[config.mk]
export PLATFORM = sky130hd
export DESIGN_NAME = llra_top
export DESIGN_NICKNAME = d
export VERILOG_FILES = /design/src/llra_pkg.sv /design/src/llra_top.sv /design/src/llra_rx_route.sv /design/src/llra_arb.sv
export SDC_FILE = /design/constraint.sdc
export NUM_CORES = 1
export LEC_CHECK = 0
export BUFFER_PORTS_ARGS = -buffer_cell sky130_fd_sc_hd__buf_2
export CORE_AREA = 2 2 190 192
export DETAILED_ROUTE_END_ITERATION = 12
export DIE_AREA = 0 0 192 194
export PLACE_DENSITY = 0.56
export SLEW_MARGIN = 20
export SYNTH_ARGS = -nofsm -noshare
export SYNTH_HDL_FRONTEND = slang
export SYNTH_SLANG_ARGS = --single-unit
export TNS_END_PERCENT = 20
[constraint.sdc]
create_clock -name SYS_CLK_I -period 2.55 [get_ports SYS_CLK_I]
set_input_delay 0.3825 -clock SYS_CLK_I [delete_from_list [all_inputs] [get_ports SYS_CLK_I]]
set_output_delay 0.3825 -clock SYS_CLK_I [all_outputs]
set_load 0.005 [all_outputs]
[src/llra_pkg.sv]
// package of constants and types for the logical layer routing arbiter
// ----------------------------------------------------------------------
// ----------------------------------------------------------------------
package llra_pkg;

  // ----------------------------------------------------------------
  // register offsets and reset values
  // ----------------------------------------------------------------
  localparam logic [23:0] BASE_ID_OFS     = 24'h000060; // base id register
  localparam logic [23:0] CFG_WIN_OFS     = 24'h00005C; // window base register
  localparam logic [23:0] PORT_TMO_OFS    = 24'h000120; // response time-out
  localparam logic [23:0] PORT_GEN_OFS    = 24'h00013C; // port general control
  localparam logic [31:0] BASE_ID_RST     = 32'h00FFFFFF; // base id after reset
  localparam logic [9:0]  CFG_WIN_RST     = 10'h3FF;    // window field reset
  localparam logic [31:0] PORT_TMO_RST    = 32'hFFFFFF00; // time-out after reset

  // ----------------------------------------------------------------
  // field positions
  // ----------------------------------------------------------------
  localparam int          WIN_FLD_LO      = 21;  // window field low bit
  localparam int          ADDR_CMP_LO     = 24;  // compared address low bit
  localparam int          SMALL_ID_LO     = 16;  // small base id low bit
  localparam int          PERMIT_BIT      = 30;  // initiator permission bit

  // ----------------------------------------------------------------
  // packet encodings
  // ----------------------------------------------------------------
  localparam logic [1:0]  TT_SMALL        = 2'h0; // small system tt
  localparam logic [1:0]  TT_LARGE        = 2'h1; // large system tt
  localparam logic [3:0]  FT_NREAD        = 4'h2; // request class
  localparam logic [3:0]  FT_WRITE        = 4'h5; // write class
  localparam logic [3:0]  FT_SWRITE       = 4'h6; // streaming write class
  localparam logic [3:0]  FT_MAINT        = 4'h8; // maintenance class
  localparam logic [3:0]  FT_RESP         = 4'hD; // response class
  localparam logic [3:0]  TT_NWRITE_R     = 4'h5; // acknowledged write
  localparam logic [3:0]  TT_RESP_NODATA  = 4'h0; // response without data
  localparam logic [3:0]  SIZE_WORD       = 4'h3; // size-1 for 32 bits

  // receive destinations
  typedef enum logic [2:0] {
    DST_IO,        // ordinary I/O port
    DST_MAINT,     // maintenance port
    DST_WR_RESP,   // write response port
    DST_ERR_RESP,  // local error response, nothing delivered
    DST_DROP_ERR   // dropped write that still answers with error
  } llra_dst_t;

endpackage : llra_pkg

[src/llra_top.sv]
// logical and transport layer: tx build, arbitration, rx routing, csrs
module llra_top #(
  parameter int  NPORT          = 4,     // transmit ports, 0..NRSP-1 responses
  parameter int  NRSP           = 2,     // ports carrying responses only
  parameter bit  LARGE_SYS      = 1'b0,  // 16-bit ids
  parameter bit  PERMIT_RST     = 1'b1,  // initiator permission at reset
  parameter bit  MAINT_PORT_EN  = 1'b1,  // maintenance port built
  parameter bit  WIN_DEC_EN     = 1'b1,  // window decoding built
  parameter bit  SPLIT_INIT     = 1'b0,  // split read/write initiator ports
  parameter logic [5:0] WMARK   = 6'h18  // buffer fill watermark
) (
  input  wire logic              SYS_CLK_I,     // core clock
  input  wire logic              RST_I,         // synchronous reset
  // transmit ports
  input  wire logic [NPORT-1:0]  TX_VALID_I,    // port has a header
  input  wire logic [NPORT*32-1:0] TX_TUSER_I,  // {src,dst} per port
  input  wire logic [NPORT*8-1:0] TX_HDR_I,     // {ftype,ttype} per port
  output      logic [NPORT-1:0]  TX_READY_O,    // header taken
  // built packet toward the buffer
  output      logic              PKT_VALID_O,   // header valid
  input  wire logic              PKT_READY_I,   // buffer accepts
  output      logic [15:0]       PKT_SRC_O,     // source id
  output      logic [15:0]       PKT_DST_O,     // destination id
  output      logic [1:0]        PKT_TT_O,      // transport type
  output      logic [7:0]        PKT_HDR_O,     // {ftype,ttype}
  input  wire logic [5:0]        BUF_FILL_I,    // buffer occupancy
  // receive header
  input  wire logic              RX_VALID_I,    // header strobe
  input  wire logic [3:0]        RX_FTYPE_I,    // class
  input  wire logic [3:0]        RX_TTYPE_I,    // transaction type
  input  wire logic [3:0]        RX_SIZE_I,     // size-1
  input  wire logic [33:0]       RX_ADDR_I,     // address
  input  wire logic [31:0]       RX_TUSER_I,    // {src,dst}
  output      logic              RX_VALID_O,    // route valid
  output      logic [2:0]        RX_DST_O,      // llra_dst_t code
  output      logic [31:0]       RX_TUSER_O,    // ids passed through
  // maintenance response and configuration access
  input  wire logic              CFG_WE_I,      // register write
  input  wire logic [23:0]       CFG_ADDR_I,    // register offset
  input  wire logic [31:0]       CFG_WDATA_I,   // write data
  output      logic [31:0]       CFG_RDATA_O,   // read data
  output      logic [31:0]       MNT_RSP_TUSER_O, // swapped ids
  // status
  output      logic [15:0]       LOCAL_ID_O,    // local id
  output      logic [23:0]       RSP_TIMEOUT_O, // time-out value
  output      logic              RSP_ONLY_O     // response-only
);

  // ----------------------------------------------------------------
  // configuration registers
  // ----------------------------------------------------------------
  logic [31:0] base_id_q;   // base id register
  logic [9:0]  win_q;       // window field
  logic [31:0] tmo_q;       // response time-out register
  logic        permit_q;    // initiator permission

  // writes by offset; permission reset from build option
  always_ff @(posedge SYS_CLK_I)
  begin
    if (RST_I)
    begin
      base_id_q <= llra_pkg::BASE_ID_RST;
      win_q     <= llra_pkg::CFG_WIN_RST;
      tmo_q     <= llra_pkg::PORT_TMO_RST;
      permit_q  <= PERMIT_RST;
    end
    else if (CFG_WE_I)
    begin
      case (CFG_ADDR_I)
        llra_pkg::BASE_ID_OFS:  base_id_q <= CFG_WDATA_I;
        llra_pkg::CFG_WIN_OFS:
          win_q <= CFG_WDATA_I[llra_pkg::WIN_FLD_LO +: 10];
        llra_pkg::PORT_TMO_OFS: tmo_q <= CFG_WDATA_I;
        llra_pkg::PORT_GEN_OFS:
          permit_q <= CFG_WDATA_I[llra_pkg::PERMIT_BIT];
        default: ;
      endcase
    end
  end

  // read mux, unmapped reads return zero
  always_comb
  begin
    case (CFG_ADDR_I)
      llra_pkg::BASE_ID_OFS:  CFG_RDATA_O = base_id_q;
      llra_pkg::CFG_WIN_OFS:
        CFG_RDATA_O = {1'b0, win_q, 21'h000000};
      llra_pkg::PORT_TMO_OFS: CFG_RDATA_O = tmo_q;
      llra_pkg::PORT_GEN_OFS:
        CFG_RDATA_O = {1'b0, permit_q, 30'h00000000};
      default:                CFG_RDATA_O = 32'h00000000;
    endcase
  end

  // local id: small ids right-justified into 16 bits
  always_comb
  begin
    if (LARGE_SYS)
      LOCAL_ID_O = base_id_q[15:0];
    else
      LOCAL_ID_O = {8'h00, base_id_q[llra_pkg::SMALL_ID_LO +: 8]};
  end

  // low byte of the register is reserved, not part of the count
  assign RSP_TIMEOUT_O = tmo_q[31:8];

  // ----------------------------------------------------------------
  // response-only gate
  // ----------------------------------------------------------------
  always_comb
  begin
    RSP_ONLY_O = !permit_q || (BUF_FILL_I > WMARK);
  end

  // ----------------------------------------------------------------
  // transmit arbitration
  // ----------------------------------------------------------------
  logic [NPORT-1:0] req;  // eligible requests
  logic [NPORT-1:0] gnt;  // one-hot grant
  logic             busy_q; // holding a packet for the buffer
  logic             take;   // a header taken this cycle

  // mask initiator ports while response-only; response ports always compete
  always_comb
  begin
    req = TX_VALID_I;
    if (RSP_ONLY_O)
      for (int p = NRSP; p < NPORT; p++)
        req[p] = 1'b0;
  end

  // single packet register: no new take until it drains
  assign take       = !busy_q && (req != '0);
  assign TX_READY_O = busy_q ? '0 : gnt;

  // arbiter keeps its own age order of the ports
  llra_arb #(
    .N (NPORT)
  ) u_arb (
    .SYS_CLK_I (SYS_CLK_I),
    .RST_I     (RST_I),
    .req_i     (req),
    .adv_i     (take),
    .gnt_o     (gnt)
  );

  // capture granted header; src from tuser upper half
  always_ff @(posedge SYS_CLK_I)
  begin
    if (RST_I)
    begin
      busy_q    <= 1'b0;
      PKT_SRC_O <= 16'h0000;
      PKT_DST_O <= 16'h0000;
      PKT_HDR_O <= 8'h00;
      PKT_TT_O  <= llra_pkg::TT_SMALL;
    end
    else if (take)
    begin
      busy_q <= 1'b1;
      for (int p = 0; p < NPORT; p++)
        if (gnt[p])
        begin
          PKT_SRC_O <= TX_TUSER_I[p*32+16 +: 16];
          PKT_DST_O <= TX_TUSER_I[p*32 +: 16];
          PKT_HDR_O <= TX_HDR_I[p*8 +: 8];
        end
      PKT_TT_O <= LARGE_SYS ? llra_pkg::TT_LARGE
                            : llra_pkg::TT_SMALL;
    end
    else if (busy_q && PKT_READY_I)
      busy_q <= 1'b0;
  end

  // valid is the holding flag itself, no extra stage
  assign PKT_VALID_O = busy_q;

  // ----------------------------------------------------------------
  // receive routing
  // ----------------------------------------------------------------
  llra_pkg::llra_dst_t dst; // routing decision

  // routing is purely combinational on the header
  llra_rx_route #(
    .MAINT_PORT_EN (MAINT_PORT_EN),
    .WIN_DEC_EN    (WIN_DEC_EN),
    .SPLIT_INIT    (SPLIT_INIT)
  ) u_route (
    .ftype_i (RX_FTYPE_I),
    .ttype_i (RX_TTYPE_I),
    .size_i  (RX_SIZE_I),
    .addr_i  (RX_ADDR_I),
    .win_i   (win_q),
    .dst_o   (dst)
  );

  // register the decision; maintenance responses swap ids
  always_ff @(posedge SYS_CLK_I)
  begin
    if (RST_I)
    begin
      RX_VALID_O      <= 1'b0;
      RX_DST_O        <= 3'h0;
      RX_TUSER_O      <= 32'h00000000;
      MNT_RSP_TUSER_O <= 32'h00000000;
    end
    else
    begin
      RX_VALID_O <= RX_VALID_I; // every header strobed out, whatever its route
      if (RX_VALID_I)
      begin
        RX_DST_O        <= 3'(dst);
        RX_TUSER_O      <= RX_TUSER_I;
        MNT_RSP_TUSER_O <= {RX_TUSER_I[15:0], RX_TUSER_I[31:16]};
      end
    end
  end
endmodule : llra_top

[src/llra_rx_route.sv]
// receive routing decision for one packet header
module llra_rx_route #(
  parameter bit MAINT_PORT_EN = 1'b1, // maintenance port built
  parameter bit WIN_DEC_EN    = 1'b1, // window decoding built
  parameter bit SPLIT_INIT    = 1'b0  // separate read/write initiator ports
) (
  input  wire logic [3:0]  ftype_i,   // packet class
  input  wire logic [3:0]  ttype_i,   // transaction type
  input  wire logic [3:0]  size_i,    // size-1 field
  input  wire logic [33:0] addr_i,    // 34-bit transaction address
  input  wire logic [9:0]  win_i,     // window comparison field
  output      llra_pkg::llra_dst_t dst_o // chosen destination
);

  // ----------------------------------------------------------------
  // window hit and destination
  // ----------------------------------------------------------------
  logic hit; // address inside configuration window

  // swrite never checked, so hit needs the class too
  always_comb
  begin
    hit = WIN_DEC_EN
          && (addr_i[33:llra_pkg::ADDR_CMP_LO] == win_i)
          && (ftype_i != llra_pkg::FT_SWRITE)
          && (ftype_i != llra_pkg::FT_MAINT);
  end

  always_comb
  begin
    dst_o = llra_pkg::DST_IO; // default: deliver, never discard
    if (ftype_i == llra_pkg::FT_RESP)
    begin
      if (SPLIT_INIT && ttype_i == llra_pkg::TT_RESP_NODATA)
        dst_o = llra_pkg::DST_WR_RESP;
    end
    else if (hit && MAINT_PORT_EN)
    begin
      if (size_i == llra_pkg::SIZE_WORD)
        dst_o = llra_pkg::DST_MAINT;
      else if (ftype_i == llra_pkg::FT_NREAD)
        dst_o = llra_pkg::DST_ERR_RESP;
      else if (ftype_i == llra_pkg::FT_WRITE
               && ttype_i == llra_pkg::TT_NWRITE_R)
        dst_o = llra_pkg::DST_DROP_ERR;
      else
        dst_o = llra_pkg::DST_ERR_RESP; // silent drop shares no-deliver
    end
  end

endmodule : llra_rx_route

[src/llra_arb.sv]
// least-recently-granted arbiter for the transmit ports
module llra_arb #(
  parameter int N = 4 // number of transmit ports
) (
  input  wire logic         SYS_CLK_I, // core clock
  input  wire logic         RST_I,     // synchronous reset
  input  wire logic [N-1:0] req_i,     // ports with a packet ready
  input  wire logic         adv_i,     // grant taken, update order
  output      logic [N-1:0] gnt_o      // one-hot grant
);

  // ----------------------------------------------------------------
  // age order: slot 0 is the port idle longest
  // ----------------------------------------------------------------
  logic [$clog2(N)-1:0] ord_q [N]; // port per slot
  int                   win;       // winning slot

  always_comb
  begin
    win   = N;
    gnt_o = '0;
    for (int s = N - 1; s >= 0; s--)
      if (req_i[ord_q[s]])
        win = s; // lowest slot requesting is oldest
    if (win < N)
      gnt_o[ord_q[win]] = 1'b1;
  end

  // move winner to the back of the queue
  always_ff @(posedge SYS_CLK_I)
  begin
    if (RST_I)
    begin
      for (int s = 0; s < N; s++)
        ord_q[s] <= $clog2(N)'(s);
    end
    else if (adv_i && win < N)
    begin
      for (int s = 0; s < N - 1; s++)
        if (s >= win)
          ord_q[s] <= ord_q[s+1];
      ord_q[N-1] <= ord_q[win];
    end
  end

endmodule : llra_arb

==> results_dict.tcl, run 1 <==
set metrics [dict create \
    place_inst 1833 \
    fin_util_pct 35.73 \
    ant_nets 0 \
    fill_cells 3715 \
    routed_via_density 4.778 \
    cp_max_fo 3 \
    cellPowerDensity_nw_per_um2 632.5 \
    relSlewSlack_pct 62.06 \
    syn_area_per_cell_um2 8.656 \
    overflow 0 \
    drive_above_1_share_pct 47.68 \
    gp_congestion 0.8458 \
    numPortBuffers 462 \
    min-delay-start "CFG_WDATA_I[10]" \
    hpwl_mm 24.30 \
    rsz0062_at_grt "true" \
    cap_violations 0 \
    syn_inst 991 \
    final_common_cell "buf_2" \
    core_um2 35220 \
    status "finished with violations" \
    initial_utilization_pct 24.35 \
    numCtsBuffers 17 \
    ys_types 64 \
    period_needed_ns 2.830 \
    yosys_warnings 0 \
    synth-async-reset-ratio_pct 0 \
    finalHoldViolCount 0 \
    detail_route.first_pass.iterations 7 \
    cp.required_ns 2.17 \
    clock_skew_ns 0.01724 \
    peakVddDrop_mv 0.4604 \
    setup_viol 43 \
    synth_edf_count 8 \
    clock_sinks 160 \
    grt_usage_pct 17.38 \
    p_total_uw 7960 \
    drtIter0Drc 479 \
    synth_area_um2 8578 \
    max_freq_mhz 353.3 \
    critPathArrivalTime_ns 2.45 \
    cts_tree "done" \
    avgRoutedWirePerCell_um 18.00 \
    cts_root_buf "clkbuf_16" \
    vias 9021 \
    wirelength_mm 33.99 \
    area_growth_pct 46.70 \
    reg2reg_from "u_arb.ord_q[0][0]" \
    grt_max_degree 99 \
    crit_type "reg2out" \
    startpoint_type "flop" \
    fp.dieW_um 192 \
    crit_start "u_arb.ord_q[0][0]" \
    ios 497 \
    finalCritPeriodShare_pct 111.0 \
    power.leakage_uw 0.005951 \
    violations "negative setup slack" \
    dp_slack_ns -0.3385 \
    clock_latency_ns 0.45 \
    dieArea_um2 37250 \
    end_kind "output port" \
    die_h_um 194 \
    grt_antenna_before_repair 8 \
    layout_common_cells "buf_2 (461), nand2_1 (191), dfxtp_1 (151)" \
    final_nets 1716 \
    cts.clk_slew.worst_paths_ns 0.08 \
    yosys_most_used_dff "dfxtp_1" \
    fin_cells 1888 \
    min_path_type "in2reg" \
    tightest_slew_ns 0.5615 \
    ys_ff_latch 160 \
    worst_slack_ns -0.2801 \
    clock_path_buffers 2 \
    htree_levels 4 \
    maxSlewViolCount 0 \
    rows 69 \
    ys_seq_area_share_pct 38.27 \
    grt_pass1_wl_mm 49.51 \
    drc 0 \
    grt_pass1_vias 8718 \
]
[worst max-delay path, stage by stage (launching register included)]
cell and delay, ns:
edfxtp_1 0.45, mux2_4 0.35, buf_6 0.12, a222oi_1 0.34
o2111ai_1 0.20, o221ai_2 0.15, or2_4 0.20, nor3_2 0.04
buf_2 0.14
[Yosys cell counts, drive strengths merged (3+ instances only)]
cell    count  area share [%]
nand2     192             8.4
dfxtp     152              35
buf        98             8.4
nand3b     61             5.3
clkbuf     54             2.4
nor3b      43             3.8
o31ai      43             6.0
nor2       41             1.8
a211oi     40             3.5
o22ai      39             2.8
mux2i      34             4.0
a21oi      24             1.5
a22o       24             2.5
inv        18            0.79
a222oi     11             1.3
nand3      11            0.64
xnor2      10             1.0
edfxtp      8             2.8
nor2b       8            0.58
nor3        8            0.47
nand2b      7            0.51
mux2        6            0.79
nor4        6            0.44
o21ai       5            0.34
and3        4            0.29
nand4       4            0.29
a21o        3            0.26
o32ai       3            0.31
[metal layers]
metal	routed length [um]	GRT usage, %
met1	13900	20.70
met4	786	6.531
met3	2314	4.253
met5	16	0
met2	16970	29.96
[area by class of cell]
type | count | area [um2] | area share [%]
flip-flops and latches | 160 | 3284 | 26.10
clock inverters | 14 | 190.2 | 1.511
repair buffers | 540 | 3224 | 25.62
clock buffers | 18 | 450.4 | 3.579
inverters | 18 | 67.56 | 0.5369
diodes | 7 | 17.52 | 0.1392
multi-input cells | 670 | 4773 | 37.93
well taps | 461 | 576.8 | 4.583
[metrics by stage]
stage               hold slack (ns)  setup TNS [ns]  area (um2)
floorplan                    0.4357               0        8612
global placement             0.4311          -12.34       11300
detailed placement           0.4344          -12.12       11300
CTS                          0.1345          -3.611       12460
global route                 0.1479          -9.441       12580
finish                       0.1645          -3.278       12580
[timing repair]
action | 4_1_cts | 5_1_grt
buffers inserted | 11 | 1
pin swaps | 20 | 15
resized for setup | 54 | 19
cloned | 5 | 0
setup endpoints to repair | 44 | 56
hold buffers | 0 | 0
endpoints found under the hold margin | 0 | 0
[final timing paths]
check	end	slack (ns)	cells after the start
hold / removal	base_id_q[10]	0.16	3
setup reg to reg	PKT_SRC_O[6]	-0.13	10
hold reg to reg	PKT_HDR_O[0]	0.45	2
setup / recovery	TX_READY_O[1]	-0.28	8
[logic make-up after synthesis]
family / after synthesis / synth area share, %
buf+inv: 170 / 11.54
mux: 40 / 4.755
xor+xnor: 11 / 1.123
compound gates: 209 / 20.20
flops: 160 / 38.27
simple gates: 400 / 24.07
other cells: 1 / 0.04372
[registers in the layout, indices dropped and copies added, names as in the netlist, 8 cells and up]
signal and cells:
RX_TUSER_O 31, PKT_SRC_O 16, PKT_HDR_O 8, PKT_DST_O 16, u_arb.ord_q 8, win_q 10
tmo_q 32, base_id_q 32
[where the power goes]
part           internal, uW  switching (uW)
combinational          1130            1170
clock                  1640            1220
sequential             2690             108
No activity file was read; power rests on OpenSTA's default activity.
==> run 2: changes to the inputs <==
--- a/config.mk
+++ b/config.mk
@@ -9,7 +9,7 @@
 export CORE_AREA = 2 2 190 192
 export DETAILED_ROUTE_END_ITERATION = 12
 export DIE_AREA = 0 0 192 194
-export PLACE_DENSITY = 0.56
+export PLACE_DENSITY = 0.55
 export SLEW_MARGIN = 20
 export SYNTH_ARGS = -nofsm -noshare
 export SYNTH_HDL_FRONTEND = slang
==> constraint.sdc (replaced) <==
create_clock -name SYS_CLK_I -period 3 [get_ports SYS_CLK_I]
set_input_delay 0.45 -clock SYS_CLK_I [delete_from_list [all_inputs] [get_ports SYS_CLK_I]]
set_output_delay 0.45 -clock SYS_CLK_I [all_outputs]
set_load 0.005 [all_outputs]
==> results_dict.tcl, run 2 (synthesis gave the netlist of run 1 again) <==
set metrics [dict create \
    ios 497 \
    cp.required_ns 2.55 \
    hpwl_mm 23.36 \
    drive_above_1_share_pct 43.77 \
    fin_util_pct 33.48 \
    netSwitchingPower_uw 1935 \
    critPathBufInv 2 \
    cts_root_buf "clkbuf_16" \
    relSlewSlack_pct 41.02 \
    reg.largest.list "base_id_q (32), tmo_q (32), RX_TUSER_O (31)" \
    vias 8771 \
    clkPwrFrac_pct 35.6 \
    clock_skew_ns 0.01165 \
    cts_tree "done" \
    final_nets 1686 \
    final_common_cell "buf_2" \
    ant_nets 0 \
    cp_max_fo 4 \
    core_um2 35220 \
    period_needed_ns 2.902 \
    rsz0062_at_grt "true" \
    peakVddDrop_mv 0.3894 \
    gp_congestion 0.8473 \
    numPortBuffers 462 \
    swShare_pct 31.63 \
    routed_via_density 4.739 \
    avgRoutedWirePerCell_um 16.99 \
    cts.clk_slew.worst_paths_ns 0.07 \
    htree_levels 4 \
    p_total_uw 6117 \
    area_growth_pct 37.46 \
    critPathArrivalTime_ns 2.45 \
    min_path_type "in2reg" \
    status "finished, final reports clean" \
    die_h_um 194 \
    drtIter0Drc 611 \
    clock_sinks 160 \
    finalHoldViolCount 0 \
    worst_path_max_delay_cell "edfxtp_1" \
    cap_violations 0 \
    critPathMaxStageDelay_ns 0.45 \
    rows 69 \
    p_seq_share_pct 38.9 \
    overflow 0 \
    maxSlewViolCount 0 \
    crit_type "reg2out" \
    combPwrFrac_pct 25.6 \
    grt_usage_pct 16.09 \
    initial_utilization_pct 24.35 \
    cellPowerDensity_nw_per_um2 518.8 \
    layout_common_cells "buf_2 (461), nand2_1 (190), dfxtp_1 (152)" \
    finalCritPeriodShare_pct 96.74 \
    grt_max_degree 96 \
    grt_antenna_before_repair 2 \
    grt_pass1_wl_mm 46.61 \
    clock_latency_ns 0.44 \
    p_int_uw 4182 \
    wirelength_mm 31.44 \
    grt_pass1_vias 8213 \
    crit_family "compound AO/OA/AOI/OAI gates" \
    tightest_slew_ns 0.8847 \
    worstPathCellList "mux2_4 -> a222oi_1 -> o2111ai_1 -> o221ai_2 -> buf_4 -> nor2_4 -> nor3_2 -> buf_2" \
    startpoint_type "flop" \
    dieArea_um2 37250 \
    power.leakage_uw 0.005616 \
    max_freq_mhz 344.6 \
    end_kind "output port" \
    detail_route.first_pass.iterations 6 \
    setup_viol 0 \
    fp.dieW_um 192 \
    clock_path_buffers 2 \
    drc 0 \
    numCtsBuffers 17 \
]
==> run 2: cell types whose count changed in the layout (fill, tap and decap cells not counted), sizes merged <==
cell	delta
inv	+1
diode	-6
clkbuf	-2
bufbuf	-1
clkinv	-1
clkinvlp	+2
buf	-28
bufinv	-2
==> run 2: what timing repair did <==
item                                    CTS  global route
hold buffers                              0             0
setup buffers                             4             5
hold endpoints to repair                  0             0
pin swaps                                 2             7
gates resized for setup                   4            12
endpoints found under the setup margin    4             4
gates cloned                              0             0
==> run 2: layer usage <==
metal	track usage, %	wire [um]	share of wire [%]
met1	20.05	13190	42
met5	0	0	0
met4	5.655	729	2.3
met3	3.602	2280	7.3
met2	27.10	15240	48
==> run 2: per-stage QoR <==
stage	cells	setup TNS (ns)	hold WS (ns)	area (um2)	setup WS, ns
after floorplan	1000	0	0.4357	8612	0.3345
after global placement	1810	-0.5218	0.4294	11090	-0.04191
after detailed placement	1810	-0.3512	0.4405	11090	-0.04674
after CTS	1845	-0.009219	0.1969	11700	-0.008373
after global routing	1851	-0.05179	0.2096	11790	-0.02122
final	1851	0	0.2231	11790	0.09792
==> run 2: layout make-up <==
cell class	count	area [um2]
diodes	1	2.502
clock buffers	17	425.4
clock inverters	14	142.6
fillers	3768	23430
inverters	18	67.56
multi-input cells	670	4468
flip-flops and latches	160	3283
well taps	461	576.8
repair buffers	510	2825
==> run 2: final timing paths <==
kind                                         from             to  slack, ns  cells after the start
worst max-delay path            u_arb.ord_q[1][0]  TX_READY_O[2]        0.1                      8
worst min-delay path              CFG_WDATA_I[20]  base_id_q[20]       0.22                      3
worst max register to register  u_arb.ord_q[1][0]   PKT_HDR_O[6]       0.31                     11
worst min register to register       PKT_HDR_O[2]   PKT_HDR_O[2]       0.45                      2
==> run 2: worst register-to-register path: stages, from the launching register on <==
cell and delay [ns]:
edfxtp_1 0.45, mux2_4 0.25, or4b_4 0.46, nand3b_1 0.12, a21oi_2 0.08, buf_4 0.15
buf_4 0.14, o31ai_4 0.25, buf_12 0.20, buf_4 0.22, o22ai_1 0.10, o31ai_2 0.18
==> run 2: power by group through the flow <==
stage                     Sequential [uW]  Combinational (uW)  Clock (uW)
after floorplan                      2420                 869           0
after global placement               2420                1500           0
after detailed placement             2420                1510           0
after CTS                            2370                1540        2250
after global routing                 2390                1690        2320
final                                2380                1560        2180
